### src/verilog/ca_map.svh
// Register map, field positions and counts for the counter array control block
//
// Notes on behaviour
// Counter runs only while run bit set
// Overflow request needs flag and enable both
// Width select bit picks 10-bit or 16-bit
// Clock select: prescaler, timer0 overflow, external pin
// Overflow flag set on rollover, software-cleared only
// Channel events set their status flags
// All eight requests ORed into one
// Software clears serviced flag after reading flags
// Reserved bits read zero; select 11 idle
`ifndef CA_MAP_SVH
`define CA_MAP_SVH

// ==========================================================================
// Register addresses and reset values
`define CA_FLAGS_ADDR      8'ha5
`define CA_CTRL1_ADDR      8'hbc
`define CA_FLAGS_RESET     8'h00
`define CA_CTRL1_RESET     8'h00
`define CA_CTRL1_WMASK     8'h77

// ==========================================================================
// Counter limits and external pin spacing
`define CA_COUNT_ZERO      16'h0000
`define CA_COUNT_MAX16     16'hffff
`define CA_COUNT_MAX10     10'h3ff
`define CA_EXT_MIN_PERIOD  3'h4
`define CA_EXT_ONE         3'h1

`endif

### src/verilog/ca_pkg.sv
// Types shared by the counter array control block
package ca_pkg;

    // ======================================================================
    // Clock source select codes
    typedef enum logic [1:0] {
        CA_SRC_PRESCALER = 2'b00,
        CA_SRC_TIMER0    = 2'b01,
        CA_SRC_EXT_PIN   = 2'b10,
        CA_SRC_NONE      = 2'b11
    } ca_clk_sel_t;

    // ======================================================================
    // Unit 1 control register layout
    typedef struct packed {
        logic        reserved7;
        logic        counter_run;
        logic        overflow_irq_enable;
        logic        idle_behaviour_select;
        logic        reserved3;
        logic        ten_bit_width_select;
        ca_clk_sel_t clk_sel;
    } ca_ctrl_t;

    // ======================================================================
    // Shared status register layout
    typedef struct packed {
        logic unit1_overflow_flag;
        logic channel5_event_flag;
        logic channel4_event_flag;
        logic channel3_event_flag;
        logic unit0_overflow_flag;
        logic channel2_event_flag;
        logic channel1_event_flag;
        logic channel0_event_flag;
    } ca_status_t;

endpackage : ca_pkg

### src/verilog/ca_clk_select.sv
// Counter clock source selection with rate-limited external pin
`timescale 1ns/1ps
`include "ca_map.svh"

module ca_clk_select (
    // Clock and reset
    input  wire logic                clock,
    input  wire logic                resetn,
    // Source choice
    input  wire ca_pkg::ca_clk_sel_t clk_sel,
    // Candidate sources
    input  wire logic                prescaler_tick,
    input  wire logic                timer0_overflow,
    input  wire logic                ext_clock_pin,
    // Selected count pulse
    output logic                     tick
);
    import ca_pkg::*;

    logic       ext_prev;
    logic [2:0] ext_gap;
    logic       ext_edge;

    // Rising edge counts only once the minimum spacing has passed since the last counted edge
    assign ext_edge = ext_clock_pin && !ext_prev && (ext_gap == 3'h0);

    // Previous pin level for edge detection
    always_ff @(posedge clock or negedge resetn) begin
        if (!resetn) begin
            ext_prev <= 1'b0;
        end else begin
            ext_prev <= ext_clock_pin;
        end
    end

    // Spacing counter; faster pin toggling is dropped, not queued
    always_ff @(posedge clock or negedge resetn) begin
        if (!resetn) begin
            ext_gap <= 3'h0;
        end else if (ext_edge) begin
            ext_gap <= `CA_EXT_MIN_PERIOD - `CA_EXT_ONE;
        end else if (ext_gap != 3'h0) begin
            ext_gap <= ext_gap - `CA_EXT_ONE;
        end
    end

    // Source multiplexer; code 11 gives no pulses at all
    always_comb begin
        case (clk_sel)
            CA_SRC_PRESCALER: tick = prescaler_tick;
            CA_SRC_TIMER0:    tick = timer0_overflow;
            CA_SRC_EXT_PIN:   tick = ext_edge;
            CA_SRC_NONE:      tick = 1'b0;
            default:          tick = 1'b0;
        endcase
    end

endmodule : ca_clk_select

### src/verilog/ca_unit_ctrl.sv
// Counter array unit 1 control, shared status flags and combined interrupt
`timescale 1ns/1ps
`include "ca_map.svh"

module ca_unit_ctrl (
    // Clock and reset
    input  wire logic              clock,
    input  wire logic              resetn,
    // Special function register port
    input  wire logic [7:0]        sfr_addr,
    input  wire logic              sfr_wr,
    input  wire logic [7:0]        sfr_wdata,
    input  wire logic              sfr_rd,
    output logic [7:0]             sfr_rdata,
    // Count sources for unit 1
    input  wire logic              prescaler_tick,
    input  wire logic              timer0_overflow,
    input  wire logic              ext_clock_pin,
    // Unit 0 and channel events
    input  wire logic              unit0_rollover,
    input  wire logic              unit0_overflow_irq_enable,
    input  wire logic [5:0]        channel_event,
    input  wire logic [5:0]        channel_irq_enable,
    // Unit 1 state and configuration
    output logic [15:0]            unit1_count,
    output ca_pkg::ca_ctrl_t       unit1_ctrl,
    output ca_pkg::ca_status_t     flags,
    // Processor interrupt request
    output logic                   counter_array_irq
);
    import ca_pkg::*;

    logic        tick;
    logic        wr_ctrl;
    logic        wr_flags;
    logic [16:0] next_count;
    logic        rollover;
    ca_status_t  hw_set;
    ca_status_t  next_flags;
    logic        next_irq;

    // ======================================================================
    // Next count with wrap at the selected width; bit 16 marks rollover
    function automatic logic [16:0] ca_next_count(input logic [15:0] cnt, input logic ten_bit);
        logic [16:0] res;
        res = {1'b0, cnt};
        if (ten_bit) begin
            if (cnt[9:0] == `CA_COUNT_MAX10) begin
                res = {1'b1, `CA_COUNT_ZERO};
            end else begin
                res = {7'h00, cnt[9:0] + 10'h001};
            end
        end else begin
            if (cnt == `CA_COUNT_MAX16) begin
                res = {1'b1, `CA_COUNT_ZERO};
            end else begin
                res = {1'b0, cnt + 16'h0001};
            end
        end
        return res;
    endfunction : ca_next_count

    // ======================================================================
    // Source selection
    ca_clk_select u_clk_select (
        .clock           (clock),
        .resetn          (resetn),
        .clk_sel         (unit1_ctrl.clk_sel),
        .prescaler_tick  (prescaler_tick),
        .timer0_overflow (timer0_overflow),
        .ext_clock_pin   (ext_clock_pin),
        .tick            (tick)
    );

    // ======================================================================
    // Register decode
    assign wr_ctrl  = sfr_wr && (sfr_addr == `CA_CTRL1_ADDR);
    assign wr_flags = sfr_wr && (sfr_addr == `CA_FLAGS_ADDR);

    // Control register; reserved bits are masked so they stay zero
    always_ff @(posedge clock or negedge resetn) begin
        if (!resetn) begin
            unit1_ctrl <= ca_ctrl_t'(`CA_CTRL1_RESET);
        end else if (wr_ctrl) begin
            unit1_ctrl <= ca_ctrl_t'(sfr_wdata & `CA_CTRL1_WMASK);
        end
    end

    // ======================================================================
    // Unit 1 counter
    assign next_count = ca_next_count(unit1_count, unit1_ctrl.ten_bit_width_select);
    assign rollover   = unit1_ctrl.counter_run && tick && next_count[16];

    // Counter advances only on a selected pulse while running
    always_ff @(posedge clock or negedge resetn) begin
        if (!resetn) begin
            unit1_count <= `CA_COUNT_ZERO;
        end else if (unit1_ctrl.counter_run && tick) begin
            unit1_count <= next_count[15:0];
        end
    end

    // ======================================================================
    // Status flags: write stores, hardware sets; a set in the write cycle wins
    always_comb begin
        hw_set                     = ca_status_t'(`CA_FLAGS_RESET);
        hw_set.unit1_overflow_flag = rollover;
        hw_set.unit0_overflow_flag = unit0_rollover;
        hw_set.channel0_event_flag = channel_event[0];
        hw_set.channel1_event_flag = channel_event[1];
        hw_set.channel2_event_flag = channel_event[2];
        hw_set.channel3_event_flag = channel_event[3];
        hw_set.channel4_event_flag = channel_event[4];
        hw_set.channel5_event_flag = channel_event[5];
        next_flags = (wr_flags ? ca_status_t'(sfr_wdata) : flags) | hw_set;
    end

    always_ff @(posedge clock or negedge resetn) begin
        if (!resetn) begin
            flags <= ca_status_t'(`CA_FLAGS_RESET);
        end else begin
            flags <= next_flags;
        end
    end

    // ======================================================================
    // Combined request, registered so the pin is glitch free (one cycle behind flags)
    always_comb begin
        next_irq = (flags.unit1_overflow_flag && unit1_ctrl.overflow_irq_enable)
                || (flags.unit0_overflow_flag && unit0_overflow_irq_enable)
                || (flags.channel0_event_flag && channel_irq_enable[0])
                || (flags.channel1_event_flag && channel_irq_enable[1])
                || (flags.channel2_event_flag && channel_irq_enable[2])
                || (flags.channel3_event_flag && channel_irq_enable[3])
                || (flags.channel4_event_flag && channel_irq_enable[4])
                || (flags.channel5_event_flag && channel_irq_enable[5]);
    end

    always_ff @(posedge clock or negedge resetn) begin
        if (!resetn) begin
            counter_array_irq <= 1'b0;
        end else begin
            counter_array_irq <= next_irq;
        end
    end

    // ======================================================================
    // Read data, one cycle after the strobe; unmapped addresses read zero
    always_ff @(posedge clock or negedge resetn) begin
        if (!resetn) begin
            sfr_rdata <= 8'h00;
        end else if (sfr_rd) begin
            case (sfr_addr)
                `CA_CTRL1_ADDR: sfr_rdata <= unit1_ctrl & `CA_CTRL1_WMASK;
                `CA_FLAGS_ADDR: sfr_rdata <= flags;
                default:        sfr_rdata <= 8'h00;
            endcase
        end else begin
            sfr_rdata <= 8'h00;
        end
    end

    // ======================================================================
    // Checks
    property p_stop_holds;
        @(posedge clock) disable iff (!resetn)
        !unit1_ctrl.counter_run |=> (unit1_count == $past(unit1_count));
    endproperty
    a_stop_holds: assert property (p_stop_holds) else $error("counter moved while stopped");

    property p_run_by_write;
        @(posedge clock) disable iff (!resetn)
        $changed(unit1_ctrl.counter_run) |-> $past(wr_ctrl);
    endproperty
    a_run_by_write: assert property (p_run_by_write) else $error("run bit changed without write");

    property p_run_counts;
        @(posedge clock) disable iff (!resetn)
        (unit1_ctrl.counter_run && tick && !next_count[16]
            && (!unit1_ctrl.ten_bit_width_select || unit1_count[15:10] == 6'h00))
            |=> (unit1_count == $past(unit1_count) + 16'h0001);
    endproperty
    a_run_counts: assert property (p_run_counts) else $error("counter did not advance");

    property p_ovf_irq;
        @(posedge clock) disable iff (!resetn)
        (flags.unit1_overflow_flag && unit1_ctrl.overflow_irq_enable) |=> counter_array_irq;
    endproperty
    a_ovf_irq: assert property (p_ovf_irq) else $error("overflow request missing");

    property p_no_source_no_irq;
        @(posedge clock) disable iff (!resetn)
        (flags == ca_status_t'(`CA_FLAGS_RESET)) |=> !counter_array_irq;
    endproperty
    a_no_source_no_irq: assert property (p_no_source_no_irq) else $error("request without flag");

    property p_ten_bit_range;
        @(posedge clock) disable iff (!resetn)
        (unit1_ctrl.ten_bit_width_select && unit1_ctrl.counter_run && tick) |=> (unit1_count[15:10] == 6'h00);
    endproperty
    a_ten_bit_range: assert property (p_ten_bit_range) else $error("10-bit count out of range");

    property p_rollover_sets;
        @(posedge clock) disable iff (!resetn)
        rollover |=> flags.unit1_overflow_flag && (unit1_count == `CA_COUNT_ZERO);
    endproperty
    a_rollover_sets: assert property (p_rollover_sets) else $error("rollover flag not set");

    property p_sw_clear_only;
        @(posedge clock) disable iff (!resetn)
        $fell(flags.unit1_overflow_flag) |-> $past(wr_flags) && !$past(sfr_wdata[7]);
    endproperty
    a_sw_clear_only: assert property (p_sw_clear_only) else $error("overflow flag cleared by hardware");

    property p_chan_sets;
        @(posedge clock) disable iff (!resetn)
        channel_event[3] |=> flags.channel3_event_flag;
    endproperty
    a_chan_sets: assert property (p_chan_sets) else $error("channel 3 flag not set");

    property p_sel_none;
        @(posedge clock) disable iff (!resetn)
        (unit1_ctrl.clk_sel == CA_SRC_NONE) |-> !tick;
    endproperty
    a_sel_none: assert property (p_sel_none) else $error("pulse with undefined source");

    property p_reserved_zero;
        @(posedge clock) disable iff (!resetn)
        (sfr_rd && sfr_addr == `CA_CTRL1_ADDR) |=> (sfr_rdata[7] == 1'b0) && (sfr_rdata[3] == 1'b0);
    endproperty
    a_reserved_zero: assert property (p_reserved_zero) else $error("reserved bit read as one");

    // Main scenarios
    c_rollover:  cover property (@(posedge clock) disable iff (!resetn) rollover);
    c_ten_wrap:  cover property (@(posedge clock) disable iff (!resetn)
                                 rollover && unit1_ctrl.ten_bit_width_select);
    c_irq_rise:  cover property (@(posedge clock) disable iff (!resetn) $rose(counter_array_irq));
    c_ext_count: cover property (@(posedge clock) disable iff (!resetn)
                                 tick && unit1_ctrl.clk_sel == CA_SRC_EXT_PIN && unit1_ctrl.counter_run);

endmodule : ca_unit_ctrl

### config.mk
export PLATFORM = sky130hd
export DESIGN_NAME = ca_unit_ctrl
export DESIGN_NICKNAME = d
export VERILOG_FILES = /design/src/verilog/ca_pkg.sv /design/src/verilog/ca_clk_select.sv /design/src/verilog/ca_unit_ctrl.sv
export VERILOG_INCLUDE_DIRS = /design/src /design/src/verilog
export SDC_FILE = /design/constraint.sdc
export NUM_CORES = 1
export LEC_CHECK = 0
export ABC_AREA = 1
export ABC_CLOCK_PERIOD_IN_PS = 1700
export BUFFER_PORTS_ARGS = -buffer_cell sky130_fd_sc_hd__buf_2
export CORE_ASPECT_RATIO = 2
export CORE_MARGIN = 4
export CORE_UTILIZATION = 50
export DETAILED_ROUTE_END_ITERATION = 7
export HOLD_SLACK_MARGIN = 0.08
export PLACE_DENSITY_LB_ADDON = 0.2
export SYNTH_ARGS = -nofsm -noshare
export SYNTH_HDL_FRONTEND = slang
export SYNTH_SLANG_ARGS = --single-unit
### constraint.sdc
create_clock -name clock -period 1.7 [get_ports clock]
set_input_delay 0.085 -clock clock [delete_from_list [all_inputs] [get_ports clock]]
set_output_delay 0.085 -clock clock [all_outputs]
set_load 0.02 [all_outputs]
==> flow_summary.ini <==
[global_route]
grt_pass1_vias = 2519
antenna_found_initial = 0
grt_max_degree = 44
grt_pass1_wl_um = 11200
grt_usage_pct = 24.5
overflow = 0

[pwr]
worst_ir_drop_vdd_uv = 709
p_comb_share_pct = 23.6
power.leakage_nw = 1.66
p_sw_share_pct = 29.8
switchingPower_mw = 0.688
clkPwrFrac_pct = 26.7
internal-power_mw = 1.62
p_per_area_nw_per_um2 = 723
p_seq_share_pct = 49.7

[clock_network]
cts_tree = yes
htree_levels = 2
cts.sinks = 43
root_buffer = clkbuf_8
numCtsBuffers = 5
clk_latency_ns = 0.30
cts_max_path_buffers = 2
path_clk_slew_ns = 0.09

[sta]
slew_headroom_pct = 64.2
layout_setup_ws_ns = 0.0739
worst_pin_slew_ns = 0.537
drv_slew = 0
hold_viol_final = 0
rsz0062_at_grt = true
final.min_clock_period_ns = 1.63
finalCritPeriodShare_pct = 95.7
fmax_mhz = 615
setup_viol = 0
finClkSkew_ns = 0.0132

[logic_synthesis]
synth-edff-count = 0
synthFlopType = dfrtp_1
syn_area_um2 = 2280
synth_cell_type_count = 33
synth.avg_cell_area_um2 = 8.13
ys_warn_count = 0
syn_inst = 281
ys_async_sr_fraction_pct = 100
synth_seq_area_share_pct = 47.1
ys_ff_latch = 43

[route]
drt_first_pass_iters = 4
drt-wirelength-per-cell_um = 14.8
ant_nets = 0
drt-total-wl_um = 6690
vias_per_cell = 5.19
drcViolationCount = 0
vias = 2347
drt-initial-drc-count = 58

[placement]
dp_slack_ns = 0.00804
gp_congestion = 0.852
portBuffers = 75
place_hpwl_um = 4850

[layout]
final_util_pct = 72.8
fin_nets = 439
syn_to_final_growth_pct = 39.7
final_layout_size_suffix_gt1_share_pct = 30.9
antennaDiodeCount = 0

[floorplanning]
die_area_um2 = 5780
die_x_um = 55.8
io_pins = 78
coreArea_um2 = 4380
die_h_um = 104
std_cell_rows = 34
start_util_pct = 52.1

[hold_path]
hp-start = sfr_rd
min_path_cells = 3
min_path_type = in2reg

[setup_path]
worstPathRequired_ns = 1.88
worst_setup_path_start_kind = flip-flop
crit_path_start = u_clk_select.ext_gap[1]
cp.arrival_ns = 1.80
critical_path_class = reg2reg
critPathMaxFanout = 6
rr_worst_depth = 10
rr_startpoint = u_clk_select.ext_gap[1]
critPathCaptureType = flip-flop

[run_status]
status = finished, final reports clean

[run]
maxCapViolations = 0
-- metal layers --
metal,vias to the layer above,part of all wire (%),GRT usage [%]
met5,-,0,0
met4,0,5.7,15.7
met3,28,5.2,4.73
met2,90,57,46.2
met1,1093,32,22.7
li1,1136,-,-
-- state kept, by name (all words and copies together) (netlist names) --
name	cells
u_clk_select.ext_prev	1
u_clk_select.ext_gap	3
unit1_ctrl	6
unit1_count	16
counter_array_irq	1
flags	8
sfr_rdata	8
-- layout make-up --
| cell class | instances | area, µm² |
|---|---|---|
| timing repair buffer | 115 | 747 |
| clock inverter | 1 | 7.51 |
| multi-input combinational | 192 | 1060 |
| fill | 369 | 1190 |
| sequential | 43 | 1080 |
| inverter | 42 | 160 |
| clock buffer | 5 | 68.8 |
| tap | 54 | 67.6 |
-- power by group through the flow --
stage / clock network, mW / logic (mW) / registers [mW]
2_1_floorplan: 0 / 0.202 / 1.19
3_3_place_gp: 0 / 0.375 / 1.16
3_5_place_dp: 0 / 0.402 / 1.16
4_1_cts: 0.620 / 0.445 / 1.14
5_1_grt: 0.677 / 0.611 / 1.16
6_report: 0.616 / 0.543 / 1.15
-- cell usage after synthesis (2+ instances only) --
| master | number | area share (%) |
|---|---|---|
| o21ai_1 | 5 | 1.1 |
| a21oi_1 | 7 | 1.5 |
| nor2_2 | 2 | 0.55 |
| o21ai_0 | 18 | 3.9 |
| nand4_1 | 6 | 1.6 |
| ha_1 | 3 | 1.6 |
| xnor2_1 | 4 | 1.5 |
| nand3_2 | 2 | 0.88 |
| nor2_4 | 4 | 2.0 |
| nand3_1 | 13 | 2.8 |
| inv_2 | 3 | 0.49 |
| xor2_1 | 3 | 1.2 |
| nor2_1 | 27 | 4.4 |
| o21ai_2 | 2 | 0.77 |
| a221oi_1 | 2 | 0.77 |
| dfrtp_1 | 43 | 47 |
| nand2_4 | 2 | 0.99 |
| nor3_1 | 3 | 0.66 |
| buf_4 | 3 | 0.99 |
| nand2_1 | 67 | 11 |
| buf_2 | 2 | 0.44 |
| inv_1 | 39 | 6.4 |
| o22ai_1 | 7 | 1.9 |
| o21bai_1 | 2 | 0.66 |
| nand2_2 | 4 | 1.1 |
-- critical path: stages, from the launching register on --
cell and delay [ns]:
dfrtp_1 0.39, inv_2 0.07, ha_4 0.14, ha_4 0.15, nand2_4 0.05, o21ai_4 0.18, nand2_4 0.12, buf_4 0.16
buf_4 0.13, nand2_1 0.06, nand2_1 0.06
-- kinds of logic after synthesis --
logic type / after synthesis / share of synthesized area (%)
xor gates and xnor gates: 7 / 2.68
DFF: 43 / 47.1
and+or+nand+nor: 135 / 28.5
AOI/OAI and AO/OA: 44 / 11.1
buffers and inverters: 48 / 8.82
other: 1 / 0.164
adders and majority gates: 3 / 1.64
-- cells in the final DEF (no fill, tap or decap), drive strengths merged --
| cell type | synthesis | layout |
|---|---|---|
| nor2 | 34 | 34 |
| clkbuf | 0 | 5 |
| nand4 | 6 | 6 |
| clkinvlp | 0 | 1 |
| nand3 | 15 | 15 |
| a221oi | 2 | 2 |
| xnor2 | 4 | 4 |
| nor4 | 1 | 1 |
| inv | 42 | 42 |
| nor3b | 1 | 1 |
| nand2 | 73 | 74 |
| o21bai | 2 | 2 |
| a21oi | 7 | 7 |
| xor2 | 3 | 3 |
| dfrtp | 43 | 43 |
| nor3 | 4 | 4 |
| a31o | 1 | 1 |
| ha | 3 | 3 |
| buf | 6 | 88 |
| dlygate4sd3 | 0 | 27 |
| o22ai | 7 | 7 |
| o21ai | 25 | 25 |
| conb | 1 | 2 |
| and3 | 1 | 1 |
-- final timing paths --
check                           slack, ns         endpoint
worst max-delay path                 0.07  unit1_count[11]
worst min-delay path                 0.28     sfr_rdata[7]
worst max register to register       0.07  unit1_count[11]
worst min register to register       0.52    unit1_ctrl[6]
max in group asynchronous            0.94  unit1_count[11]
min in group asynchronous            0.38   unit1_count[2]
-- what timing repair did --
action,in CTS,in global routing
hold buffers,27,0
hold endpoints to repair,59,0
setup endpoints to repair,2,12
pin swaps,1,7
gates cloned,1,0
resized for setup,2,11
setup buffers,1,2
-- stage by stage --
stage               instances  power, mW  cell area [µm²]  hold WS, ns  setup TNS [ns]
finish                    452       2.30             3190        0.285               0
global route              452       2.44             3190        0.314         -0.0665
CTS                       450       2.21             3130        0.292               0
detailed placement        415       1.56             2760        0.185               0
global placement          415       1.53             2760        0.184               0
floorplan                 282       1.39             2290       -0.211               0
(Power assumes the default switching activity.)
